**src/hdl/event_irq_pkg.sv**
```systemverilog
// Package: register map, field layout and carriers of the event interrupt unit
package event_irq_pkg;

    localparam int DATA_W = 16;
    localparam int SEL_W  = 4;
    localparam int COUNT_W = 8;

    // Register selectors on the host register port
    localparam logic [SEL_W-1:0] SEL_FLAG      = 4'h0;
    localparam logic [SEL_W-1:0] SEL_ENABLE    = 4'h1;
    localparam logic [SEL_W-1:0] SEL_STATUS    = 4'h2;
    localparam logic [SEL_W-1:0] SEL_CONTROL   = 4'h3;
    localparam logic [SEL_W-1:0] SEL_TX_STATUS = 4'h4;

    // Flag and enable bit positions (enable bits mirror the flags, except bit 15: crypto flag, global enable)
    localparam int BIT_CRYPTO   = 15;
    localparam int BIT_GLOBAL   = 15;
    localparam int BIT_MODEXP   = 14;
    localparam int BIT_HASH     = 13;
    localparam int BIT_CIPHER   = 12;
    localparam int BIT_LINK     = 11;
    localparam int BIT_PENDING  = 6;
    localparam int BIT_DMA      = 5;
    localparam int BIT_TXDONE   = 3;
    localparam int BIT_TXABORT  = 2;
    localparam int BIT_RXABORT  = 1;
    localparam int BIT_FULL     = 0;

    // Status and control bit positions
    localparam int STATUS_INT   = 15;
    localparam int STATUS_LINK  = 8;
    localparam int CTRL_DEC     = 8;
    localparam int CTRL_TXREQ   = 1;

    localparam logic [DATA_W-1:0] FLAG_RESET      = 16'h0800;
    localparam logic [DATA_W-1:0] ENABLE_RESET    = 16'h8010;
    localparam logic [DATA_W-1:0] FLAG_WRITABLE   = 16'hf82f;
    localparam logic [DATA_W-1:0] FLAG_SOURCES    = 16'h786f;
    localparam logic [DATA_W-1:0] FLAG_READABLE   = 16'hf86f;
    localparam logic [DATA_W-1:0] ENABLE_WRITABLE = 16'hf86f;
    localparam logic [DATA_W-1:0] CTRL_WRITABLE   = 16'h0102;
    localparam logic [DATA_W-1:0] TX_STATUS_RESET = 16'h0000;
    localparam logic [COUNT_W-1:0] COUNT_MAX      = 8'hff;
    localparam logic [COUNT_W-1:0] COUNT_ZERO     = 8'h00;

    typedef enum logic [2:0] {
        OP_IDLE,
        OP_READ,
        OP_WRITE,
        OP_SET,
        OP_CLEAR
    } host_op_t;

    typedef struct packed {
        host_op_t               op;
        logic [SEL_W-1:0]       sel;
        logic [DATA_W-1:0]      data;
    } host_req_t;

    typedef struct packed {
        logic modexpDone;
        logic hashDone;
        logic blockCipherDone;
        logic dmaDone;
        logic txDone;
        logic txAbort;
        logic rxPacket;
        logic rxNoSpace;
    } engine_evt_t;

endpackage : event_irq_pkg

```
**src/hdl/ethernet_event_interrupt_unit.sv**
```systemverilog
// Event flag, enable and interrupt pin logic of the Ethernet controller
`timescale 1ns/10ps

module ethernet_event_interrupt_unit
    import event_irq_pkg::*;
(
    input  wire logic                clk,
    input  wire logic                rstn,
    input  wire logic                ce,
    input  wire host_req_t           hostReq,
    output logic [DATA_W-1:0]        rdData,
    input  wire engine_evt_t         evt,
    input  wire logic                linkUp,
    input  wire logic [DATA_W-1:0]   txStatusIn,
    output logic                     intPinN,
    output logic                     cryptoPowerEnable,
    output logic                     txRequest
);

    logic [DATA_W-1:0]  flag;
    logic [DATA_W-1:0]  enable;
    logic [DATA_W-1:0]  txStatusReg;
    logic [COUNT_W-1:0] count;
    logic               linkPrev;
    logic               statusInt;

    logic [DATA_W-1:0]  next_flag;
    logic [DATA_W-1:0]  next_enable;
    logic [COUNT_W-1:0] next_count;
    logic               next_txRequest;
    logic [DATA_W-1:0]  hwSet;
    logic [DATA_W-1:0]  ctrlNew;
    logic [DATA_W-1:0]  ctrlNow;
    logic [DATA_W-1:0]  statusRead;
    logic               pendingNext;
    logic               txEnd;
    logic               swAbort;
    logic               inc;
    logic               dec;
    logic               drop;

    // Host operation aimed at one register, idle for all others
    function automatic host_op_t op_for(input logic [SEL_W-1:0] sel);
        return (hostReq.sel == sel) ? hostReq.op : OP_IDLE;
    endfunction : op_for

    // Write, set and clear all touch only the bits in mask
    function automatic logic [DATA_W-1:0] apply_op(
        input logic [DATA_W-1:0] old,
        input host_op_t          op,
        input logic [DATA_W-1:0] data,
        input logic [DATA_W-1:0] mask
    );
        case (op)
            OP_WRITE: return (old & ~mask) | (data & mask);
            OP_SET:   return old | (data & mask);
            OP_CLEAR: return old & ~(data & mask);
            default:  return old;
        endcase
    endfunction : apply_op

    // Control register: request bit stored, decrement bit self-clearing
    always_comb begin
        ctrlNow = '0;
        ctrlNow[CTRL_TXREQ] = txRequest;
        ctrlNew = apply_op(ctrlNow, op_for(SEL_CONTROL), hostReq.data,
                           CTRL_WRITABLE);
    end

    assign txEnd = evt.txDone | evt.txAbort;
    // Host dropping the request by hand counts as an abort
    assign swAbort = txRequest & ~ctrlNew[CTRL_TXREQ] & ~txEnd;

    // A fresh host request wins over an end reported in the same cycle
    always_comb begin
        if (ctrlNew[CTRL_TXREQ] && !txRequest) begin
            next_txRequest = 1'b1;
        end else if (txEnd) begin
            next_txRequest = 1'b0;
        end else begin
            next_txRequest = ctrlNew[CTRL_TXREQ];
        end
    end

    // Packet counter; a packet arriving at the maximum is dropped
    always_comb begin
        dec  = ctrlNew[CTRL_DEC] && (count != COUNT_ZERO);
        inc  = evt.rxPacket && (count != COUNT_MAX);
        drop = evt.rxPacket && (count == COUNT_MAX);
        next_count = count + COUNT_W'(inc) - COUNT_W'(dec);
    end

    // Hardware events; a set always beats a host clear in the same cycle
    always_comb begin
        hwSet = '0;
        hwSet[BIT_MODEXP]  = evt.modexpDone;
        hwSet[BIT_HASH]    = evt.hashDone;
        hwSet[BIT_CIPHER]  = evt.blockCipherDone;
        hwSet[BIT_LINK]    = linkUp != linkPrev;
        hwSet[BIT_DMA]     = evt.dmaDone;
        hwSet[BIT_TXDONE]  = txEnd | swAbort;
        hwSet[BIT_TXABORT] = evt.txAbort | swAbort;
        hwSet[BIT_RXABORT] = drop | evt.rxNoSpace;
        hwSet[BIT_FULL]    = (next_count == COUNT_MAX)
                             && (count != COUNT_MAX);
    end

    always_comb begin
        next_flag = apply_op(flag, op_for(SEL_FLAG), hostReq.data,
                             FLAG_WRITABLE);
        if (dec) begin
            next_flag[BIT_FULL] = 1'b0;
        end
        next_flag = next_flag | hwSet;
        next_flag[BIT_PENDING] = next_count != COUNT_ZERO;
        next_enable = apply_op(enable, op_for(SEL_ENABLE), hostReq.data,
                               ENABLE_WRITABLE);
        // Crypto enable shares bit 15 but is kept out of the sources
        pendingNext = |(next_flag & next_enable & FLAG_SOURCES);
    end

    always_ff @(posedge clk or negedge rstn) begin
        if (!rstn) begin
            flag <= FLAG_RESET;
        end else if (ce) begin
            flag <= next_flag;
        end
    end

    always_ff @(posedge clk or negedge rstn) begin
        if (!rstn) begin
            enable <= ENABLE_RESET;
        end else if (ce) begin
            enable <= next_enable;
        end
    end

    always_ff @(posedge clk or negedge rstn) begin
        if (!rstn) begin
            count <= COUNT_ZERO;
        end else if (ce) begin
            count <= next_count;
        end
    end

    always_ff @(posedge clk or negedge rstn) begin
        if (!rstn) begin
            txRequest <= 1'b0;
            txStatusReg <= TX_STATUS_RESET;
        end else if (ce) begin
            txRequest <= next_txRequest;
            if (evt.txAbort) begin
                txStatusReg <= txStatusIn;
            end
        end
    end

    always_ff @(posedge clk or negedge rstn) begin
        if (!rstn) begin
            linkPrev <= 1'b0;
        end else if (ce) begin
            linkPrev <= linkUp;
        end
    end

    // Pin and status follow the next values so they move with the flags
    always_ff @(posedge clk or negedge rstn) begin
        if (!rstn) begin
            statusInt <= 1'b0;
            intPinN <= 1'b1;
        end else if (ce) begin
            statusInt <= pendingNext;
            // Pin rises when the global enable drops while a source is pending; re-enable then falls
            intPinN <= ~(pendingNext
                         & next_enable[BIT_GLOBAL]);
        end
    end

    always_ff @(posedge clk or negedge rstn) begin
        if (!rstn) begin
            cryptoPowerEnable <= 1'b0;
        end else if (ce) begin
            cryptoPowerEnable <= next_flag[BIT_CRYPTO];
        end
    end

    always_comb begin
        statusRead = '0;
        statusRead[STATUS_INT]  = statusInt;
        statusRead[STATUS_LINK] = linkPrev;
        statusRead[COUNT_W-1:0] = count;
    end

    // Read data holds until the next read
    always_ff @(posedge clk or negedge rstn) begin
        if (!rstn) begin
            rdData <= '0;
        end else if (ce && hostReq.op == OP_READ) begin
            case (hostReq.sel)
                SEL_FLAG:      rdData <= flag & FLAG_READABLE;
                SEL_ENABLE:    rdData <= enable;
                SEL_STATUS:    rdData <= statusRead;
                SEL_CONTROL:   rdData <= ctrlNow;
                SEL_TX_STATUS: rdData <= txStatusReg;
                default:       rdData <= '0;
            endcase
        end
    end

    a_pin_level: assert property (
        @(posedge clk) disable iff (!rstn)
        intPinN == !(statusInt && enable[BIT_GLOBAL]))
        else $error("interrupt pin disagrees with status and enable");

    a_global_off: assert property (
        @(posedge clk) disable iff (!rstn)
        !enable[BIT_GLOBAL] |-> intPinN)
        else $error("pin low while global enable clear");

    a_pin_holds: assert property (
        @(posedge clk) disable iff (!rstn)
        !intPinN && ce && hostReq.op == OP_IDLE |=> !intPinN)
        else $error("pin released without a clear or mask");

    a_rearm_edge: assert property (
        @(posedge clk) disable iff (!rstn)
        $rose(enable[BIT_GLOBAL]) && statusInt |-> !intPinN && $past(intPinN))
        else $error("no fresh falling edge on re-enable");

    a_status_merge: assert property (
        @(posedge clk) disable iff (!rstn)
        statusInt == |(flag & enable & FLAG_SOURCES))
        else $error("status bit does not match enabled flags");

    a_flag_unmasked: assert property (
        @(posedge clk) disable iff (!rstn)
        ce && evt.dmaDone && !enable[BIT_DMA] |=> flag[BIT_DMA])
        else $error("masked dma event lost");

    a_engine_flags: assert property (
        @(posedge clk) disable iff (!rstn)
        ce && evt.modexpDone && evt.hashDone && evt.blockCipherDone
        |=> flag[BIT_MODEXP] && flag[BIT_HASH] && flag[BIT_CIPHER])
        else $error("engine done event not flagged");

    a_hash_flag: assert property (
        @(posedge clk) disable iff (!rstn)
        ce && evt.hashDone |=> flag[BIT_HASH])
        else $error("hash done not flagged");

    a_link_flag: assert property (
        @(posedge clk) disable iff (!rstn)
        ce && linkUp != linkPrev
        |=> flag[BIT_LINK] && linkPrev == $past(linkUp))
        else $error("link change not flagged");

    a_pending_count: assert property (
        @(posedge clk) disable iff (!rstn)
        flag[BIT_PENDING] == (count != COUNT_ZERO))
        else $error("pending flag does not track packet count");

    a_tx_done: assert property (
        @(posedge clk) disable iff (!rstn)
        ce && evt.txDone && hostReq.op == OP_IDLE
        |=> !txRequest && flag[BIT_TXDONE])
        else $error("transmit completion not handled");

    a_tx_abort: assert property (
        @(posedge clk) disable iff (!rstn)
        ce && evt.txAbort
        |=> flag[BIT_TXABORT] && txStatusReg == $past(txStatusIn))
        else $error("transmit abort not handled");

    a_rx_drop: assert property (
        @(posedge clk) disable iff (!rstn)
        ce && evt.rxPacket && count == COUNT_MAX |=> flag[BIT_RXABORT])
        else $error("dropped packet not flagged");

    a_count_full: assert property (
        @(posedge clk) disable iff (!rstn)
        ce && inc && !dec && count == COUNT_MAX - 8'h01
        |=> flag[BIT_FULL] && count == COUNT_MAX)
        else $error("count full not flagged");

    a_crypto_out: assert property (
        @(posedge clk) disable iff (!rstn)
        cryptoPowerEnable == flag[BIT_CRYPTO])
        else $error("crypto power enable differs from flag bit");

    a_reserved_zero: assert property (
        @(posedge clk) disable iff (!rstn)
        (flag & ~FLAG_READABLE) == '0)
        else $error("reserved flag bit became set");

    a_modexp_flag: assert property (
        @(posedge clk) disable iff (!rstn)
        ce && evt.modexpDone |=> flag[BIT_MODEXP])
        else $error("modular exponentiation done not flagged");

    a_cipher_flag: assert property (
        @(posedge clk) disable iff (!rstn)
        ce && evt.blockCipherDone |=> flag[BIT_CIPHER])
        else $error("block cipher done not flagged");

    a_dma_flag: assert property (
        @(posedge clk) disable iff (!rstn)
        ce && evt.dmaDone |=> flag[BIT_DMA])
        else $error("dma done not flagged");

    a_full_clear: assert property (
        @(posedge clk) disable iff (!rstn)
        ce && dec && count == COUNT_MAX |=> !flag[BIT_FULL])
        else $error("count full kept after decrement");

    // Frozen cycles must not move anything the host can see
    a_ce_freeze: assert property (
        @(posedge clk) disable iff (!rstn)
        !ce |=> $stable(flag) && $stable(intPinN) && $stable(rdData))
        else $error("state moved while clock enable low");

endmodule : ethernet_event_interrupt_unit

```
**config.mk**
```make
export PLATFORM = sky130hd
export DESIGN_NAME = ethernet_event_interrupt_unit
export DESIGN_NICKNAME = d
export VERILOG_FILES = /design/src/hdl/event_irq_pkg.sv /design/src/hdl/ethernet_event_interrupt_unit.sv
export SDC_FILE = /design/constraint.sdc
export NUM_CORES = 1
export LEC_CHECK = 0
export BUFFER_PORTS_ARGS = -buffer_cell sky130_fd_sc_hd__buf_2
export CAP_MARGIN = 10
export CORE_ASPECT_RATIO = 1.25
export CORE_MARGIN = 3
export CORE_UTILIZATION = 57
export CTS_CLUSTER_SIZE = 28
export DETAILED_ROUTE_END_ITERATION = 16
export PLACE_DENSITY = 0.81
export SLEW_MARGIN = 20
export SYNTH_ARGS = -nofsm -noshare
export SYNTH_HDL_FRONTEND = slang
export SYNTH_SLANG_ARGS = --single-unit
```
**constraint.sdc**
```tcl
create_clock -name clk -period 9.1 [get_ports clk]
set_clock_uncertainty 0.2 [all_clocks]
set_input_delay 1.82 -clock clk [delete_from_list [all_inputs] [get_ports clk]]
set_output_delay 1.82 -clock clk [all_outputs]
set_load 0.01 [all_outputs]
```
# ---- Word level (Yosys, flattened, before mapping)
# Index checks and enable logic that the tools add are counted.
dict set report totals {
  memories 0
  latchBits 0
  output_inout_bits 19
  input_bits 51
  ff_bits 77
  mem_bits_ro 0
  wordCells 75
  ramBits 0
}
dict set report classes {
  div 0
  n_shift 0
  order_cmp 0
  mul 0
  n_reduce_logical 12
  n_addsub 2
  n_mux 10
  bitwise_logic 23
  eq_ne 18
}
# cell n
set op_table {}
lappend op_table {{16-bit case mux with 3 select lines} 2}
lappend op_table {{16-bit case mux with 5 select lines} 1}
lappend op_table {{16-bit bitwise AND} 2}
lappend op_table {{16-bit NOT} 2}
lappend op_table {{11-bit by 16-bit OR with 16-bit output} 2}
lappend op_table {{16-bit OR} 2}
lappend op_table {{9-bit case mux with 3 select lines} 1}
lappend op_table {{3-bit by 2-bit == test with 1-bit output, second input constant} 6}
lappend op_table {{8-bit == test, second input constant} 2}
lappend op_table {{16-bit by 15-bit OR with 16-bit output} 1}
lappend op_table {{8-bit nonzero test} 2}
lappend op_table {{15-bit bitwise AND} 1}
lappend op_table {{10-bit OR reduction} 1}
lappend op_table {{2-bit by 9-bit bitwise AND with 9-bit output} 1}
lappend op_table {{3-bit == test, second input constant} 3}
lappend op_table {{3-bit 2-to-1 mux} 3}
lappend op_table {{9-bit NOT} 1}
lappend op_table {{2-bit by 9-bit OR with 9-bit output} 1}
lappend op_table {{8-bit by 1-bit adder with 8-bit output} 1}
lappend op_table {{4-bit by 2-bit == test with 1-bit output, second input constant} 2}
lappend op_table {{8-bit != test, second input constant} 1}
lappend op_table {{8-bit by 1-bit subtractor with 8-bit output} 1}
lappend op_table {{1-bit logical AND} 6}
lappend op_table {{4-bit by 1-bit == test with 1-bit output, second input constant} 1}
lappend op_table {{10 further kinds} 19}

# ---- Longest topological paths before layout
dict set report logic_depth {
  word_depth 13
  mapped_depth 16
  depth_no_buf 16
}

# ---- Worst setup path before layout
# OpenSTA, ideal clock, no wires.
dict set report synth_path {
  path_type {input -> register}
  from {input hostReq[19] (netlist name)}
  to {register statusInt}
  arrival_time_ns 4.609
  path_stages 16
  required_time_ns 8.835
  setup_time_ns 0.065
  slack_ns 4.226
  path_cell_list {buf_2 -> nor2_1 -> and3_1 -> nand3_1 -> nor2_1 -> ha_1 -> inv_1 -> ha_1 -> fa_1 -> a211o_1 -> a31oi_1 -> o21bai_1 -> xor2_1 -> a31oi_1 -> o2111ai_1 -> o21a_1}
}
dict set report synth_via {
  elab_chain_cells 11
}
# element line
set synth_lines {}
lappend synth_lines {{from (decl)} ethernet_event_interrupt_unit.sv:10} ;# input wire host_req_t hostReq,
lappend synth_lines {{4-bit by 2-bit == test with 1-bit output} ethernet_event_interrupt_unit.sv:44} ;# return (hostReq.sel == sel) ? hostReq.op : OP_IDLE;
lappend synth_lines {{3-bit 2-to-1 mux} ethernet_event_interrupt_unit.sv:44}
lappend synth_lines {{3-bit == test or 3-bit by 2-bit == test with 1-bit output (tied branches)} ethernet_event_interrupt_unit.sv:54} ;# case (op)
lappend synth_lines {{9-bit case mux with 3 select lines} ethernet_event_interrupt_unit.sv:54}
lappend synth_lines {{1-bit logical AND or 1-bit NOT (tied branches)} {ethernet_event_interrupt_unit.sv:87, ethernet_event_interrupt_unit.sv:72}}
lappend synth_lines {{8-bit by 1-bit subtractor with 8-bit output or 1-bit bitwise AND (tied branches)} {ethernet_event_interrupt_unit.sv:90, ethernet_event_interrupt_unit.sv:72}}
lappend synth_lines {{8-bit == test or 1-bit bitwise AND (tied branches)} {ethernet_event_interrupt_unit.sv:104, ethernet_event_interrupt_unit.sv:72}}
lappend synth_lines {{1-bit logical AND, or another cell as far along} ethernet_event_interrupt_unit.sv:105} ;# && (count != COUNT_MAX);
lappend synth_lines {{16-bit by 15-bit OR with 16-bit output} ethernet_event_interrupt_unit.sv:114} ;# next_flag = next_flag | hwSet;
lappend synth_lines {{15-bit bitwise AND *} ethernet_event_interrupt_unit.sv:119} ;# pendingNext = |(next_flag & next_enable & FLAG_SOURCES);
lappend synth_lines {{10-bit OR reduction *} ethernet_event_interrupt_unit.sv:119}
lappend synth_lines {{to (signal assigned)} ethernet_event_interrupt_unit.sv:172} ;# statusInt <= pendingNext;
lappend synth_lines {{to (decl)} ethernet_event_interrupt_unit.sv:25} ;# logic statusInt;
# Mark *: on every way between the ends. The rest lies on a longest branch, timed or not.
# A chain may end at the register's enable or synchronous reset.

# ---- Worst setup path in the final report
dict set report layout_path {
  from {input hostReq[21] (netlist name)}
  to {register statusInt}
}
dict set report layout_via {
  elab_chain_cells 10
}
# element line
set layout_lines {}
lappend layout_lines {{3-bit 2-to-1 mux} ethernet_event_interrupt_unit.sv:44}
lappend layout_lines {{3-bit == test or 3-bit by 2-bit == test with 1-bit output (tied branches)} ethernet_event_interrupt_unit.sv:54}
lappend layout_lines {{9-bit case mux with 3 select lines} ethernet_event_interrupt_unit.sv:54}
lappend layout_lines {{1-bit logical AND or 1-bit NOT (tied branches)} {ethernet_event_interrupt_unit.sv:87, ethernet_event_interrupt_unit.sv:72}}
lappend layout_lines {{8-bit by 1-bit subtractor with 8-bit output or 1-bit bitwise AND (tied branches)} {ethernet_event_interrupt_unit.sv:90, ethernet_event_interrupt_unit.sv:72}}
lappend layout_lines {{8-bit == test or 1-bit bitwise AND (tied branches)} {ethernet_event_interrupt_unit.sv:104, ethernet_event_interrupt_unit.sv:72}}
lappend layout_lines {{1-bit logical AND, or another cell as far along} ethernet_event_interrupt_unit.sv:105}
lappend layout_lines {{16-bit by 15-bit OR with 16-bit output} ethernet_event_interrupt_unit.sv:114}
lappend layout_lines {{15-bit bitwise AND *} ethernet_event_interrupt_unit.sv:119}
lappend layout_lines {{10-bit OR reduction *} ethernet_event_interrupt_unit.sv:119}
# Marks and branches as above.

==> metrics.yaml <==
finalSetupViolations: 0
status: "complete, no violations"
power_density_nw_per_um2: 226
n_antenna_cell: 0
drt-total-wl_mm: 10.5
wl_per_cell_um: 18.8
grt_pass1_vias: 3538
clock_latency_ps: 350
coreArea_sq_um: 6770
ctsResizeCount: 0
worstMarginPinSlew_ps: 953
power_uw: 1040
cts_tree: "done"
layout.nets: 534
critPathKind: "in2reg"
grt_pass1_wl_mm: 17.3
grt_start_max_net_pins: 72
synth_edf_count: 0
grt_busiest_layer: "met2"
yosysWarnings: 0
min_period_ps: 5580
globalRouteMet1Util: 0.375
row_count: 33
slew_headroom: 0.365
postRouteAntennaNets: 0
grt_usage: 0.275
ios: 70
crit_required_ps: 9190
dr.first_iter.drc_count: 334
layout_common_cells: "dfrtp_1 (67), buf_2 (65), a21oi_1 (33)"
die_h_um: 101
crit_path_top_delay_cell: "nor2b_1"
cts_htree_levels: 3
grt_overflow_total: 0
syn_inst: 417
critPathMaxFanout: 18
max_stage_delay_ps: 810
layout_commonest_cell: "dfrtp_1"
worst_setup_path_end_kind: "register"
synthToLayoutAreaGrowth_pct: 12.8
seq_area_frac_synth: 0.436
gr-usage-met2: 0.430
hold_class: "reg2reg"
crit_family: "simple AND/OR/NAND/NOR gates"
worstPathCellList: "buf_2 > nor2b_1 > nand3_1 > nor2_1 > ha_1 > inv_1 > ha_1 > fa_1 > a211o_1 > a31oi_1 > o21bai_1 > xor2_1 > a31oi_1 > o2111ai_1 > o21a_1"
hold_viol: 0
met3_usage: 0.0447
initial_utilization: 0.603
post-route-period-util: 0.613
fmax_mhz: 179
synth_cell_types: 69
portBuffers: 65
drive_gt1_frac: 0.256
cap_viol_max_count: 0
async_flop_share: 1.00
cts_setup_buffers: 0
dieArea_sq_um: 8230
cts.clk_slew.worst_paths_ps: 80
syn_avg_cell_area_sq_um: 9.80
synthesis.nets: 483
dp_hpwl_mm: 7.23
cts-root-buf: "clkbuf_8"
clock-sinks: 71
die_x_um: 81.7
drc: 0
irDropWorstVdd_v: 0.000216
drt_first_pass_iters: 6
ys_ff_latch: 71
yosys_most_used_dff: "dfrtp_1"
cp-start-kind: "input pin"
cts_hold_buf: 0
place_congestion: 0.898
cp_num_buf_inv: 2
cts_max_path_buffers: 2
viasPerCell: 6.38
vias: 3572
critPathArrivalTime_ps: 5670
slew_violations: 0
tns_ps: 0
synthesis.area_sq_um: 4090
rsz0062_at_grt: "false"
antenna_found_initial: 0
cts_inserted_buffers: 9
p_leak_uw: 0.00208
[where the power goes]
part / internal, uW / switching (uW) / leakage (uW) / total [uW]
logic: 166 / 235 / 0.00115 / 401
registers: 364 / 44.6 / 0.000836 / 409
clock network: 107 / 123 / 0.0000926 / 230
[area by class of cell]
type	count	area, sq um
tap	87	109
inverter	16	60.1
fill	571	2160
sequential	71	1780
clock buffer	10	138
clock inverter	6	43.8
timing repair buffer	69	355
multi-input combinational	301	2120
[worst reg2reg max path, stage by stage (launching register included)]
cell,delay (ps)
dfrtp_1,450
inv_1,110
ha_1,170
nand4b_1,90
nor2_1,140
nor2_1,70
ha_1,270
inv_1,40
ha_1,210
fa_1,430
a211o_1,310
a31oi_1,190
o21bai_1,100
xor2_1,280
a31oi_1,170
o2111ai_1,290
o21a_1,160
[synthesized netlist by cell type, types with 2 or more instances]
library cell | count | area share
dfrtp_1 | 67 | 0.41
a21oi_1 | 33 | 0.040
nor2_1 | 31 | 0.028
nand2_1 | 29 | 0.027
o21ai_0 | 28 | 0.034
mux2_2 | 19 | 0.052
clkbuf_1 | 17 | 0.016
inv_1 | 15 | 0.014
a222oi_1 | 14 | 0.034
ha_1 | 14 | 0.043
nor2b_1 | 13 | 0.020
a22oi_1 | 11 | 0.020
o211ai_1 | 9 | 0.017
a221oi_1 | 7 | 0.015
buf_2 | 7 | 0.0086
a21o_1 | 6 | 0.011
nand2b_1 | 6 | 0.0092
a31o_2 | 4 | 0.0086
a31oi_1 | 4 | 0.0061
buf_1 | 4 | 0.0037
dfstp_2 | 4 | 0.026
nand4_1 | 4 | 0.0061
o21bai_1 | 4 | 0.0074
a21boi_0 | 3 | 0.0055
nand3_1 | 3 | 0.0037
nor3_1 | 3 | 0.0037
o22ai_1 | 3 | 0.0046
xnor2_1 | 3 | 0.0064
xor2_1 | 3 | 0.0064
a211o_1 | 2 | 0.0043
a211oi_1 | 2 | 0.0037
a41oi_1 | 2 | 0.0043
and2_1 | 2 | 0.0031
and3_1 | 2 | 0.0031
and3b_1 | 2 | 0.0043
nor4_1 | 2 | 0.0031
o21a_1 | 2 | 0.0037
o31ai_1 | 2 | 0.0037
[per-layer routing]
metal,up-vias,part of all wire
met5,-,0
met4,0,0.013
met3,12,0.074
met2,166,0.49
met1,1728,0.42
li1,1666,-
[path summary, 6_finish.rpt]
kind                              from         to  slack (ps)  cells after the start
setup / recovery           hostReq[21]  statusInt        3520                     15
hold / removal                register   register         170                      0
setup reg to reg              count[3]  statusInt        5380                     16
hold reg to reg               register   register         170                      0
max in group asynchronous         rstn  txRequest        6650                      2
min in group asynchronous         rstn   count[3]        1460                      2
[kinds of logic (layout without fill, tap and decap cells)]
logic type / Yosys count / in the layout / share of synthesized area
compound gates: 150 / 150 / 0.256
xor+xnor: 6 / 6 / 0.0129
fa+ha+maj: 15 / 15 / 0.0478
buf+inv: 45 / 101 / 0.0453
flops: 71 / 71 / 0.436
mux: 20 / 20 / 0.0548
simple gates: 110 / 110 / 0.147
[sequential cells by signal, summed over array words and instances, names as in the netlist, named ones only]
signal and count:
count 8, enable 11, flag 10, intPinN 1, linkPrev 1, rdData 16
statusInt 1, txRequest 1, txStatusReg 16
[per-stage QoR]
stage / setup slack [ps] / instances / utilization / instance area [sq um] / hold slack (ps)
after floorplan: 4230 / 417 / - / 4090 / 228
after global placement: 3240 / 544 / 0.653 / 4420 / 157
after detailed placement: 3220 / 544 / 0.654 / 4430 / 160
after CTS: 3590 / 560 / 0.681 / 4610 / 171
after global routing: 3170 / 560 / 0.681 / 4610 / 182
final: 3520 / 560 / 0.681 / 4610 / 169
Note: power is estimated with default switching activity, not from simulation.
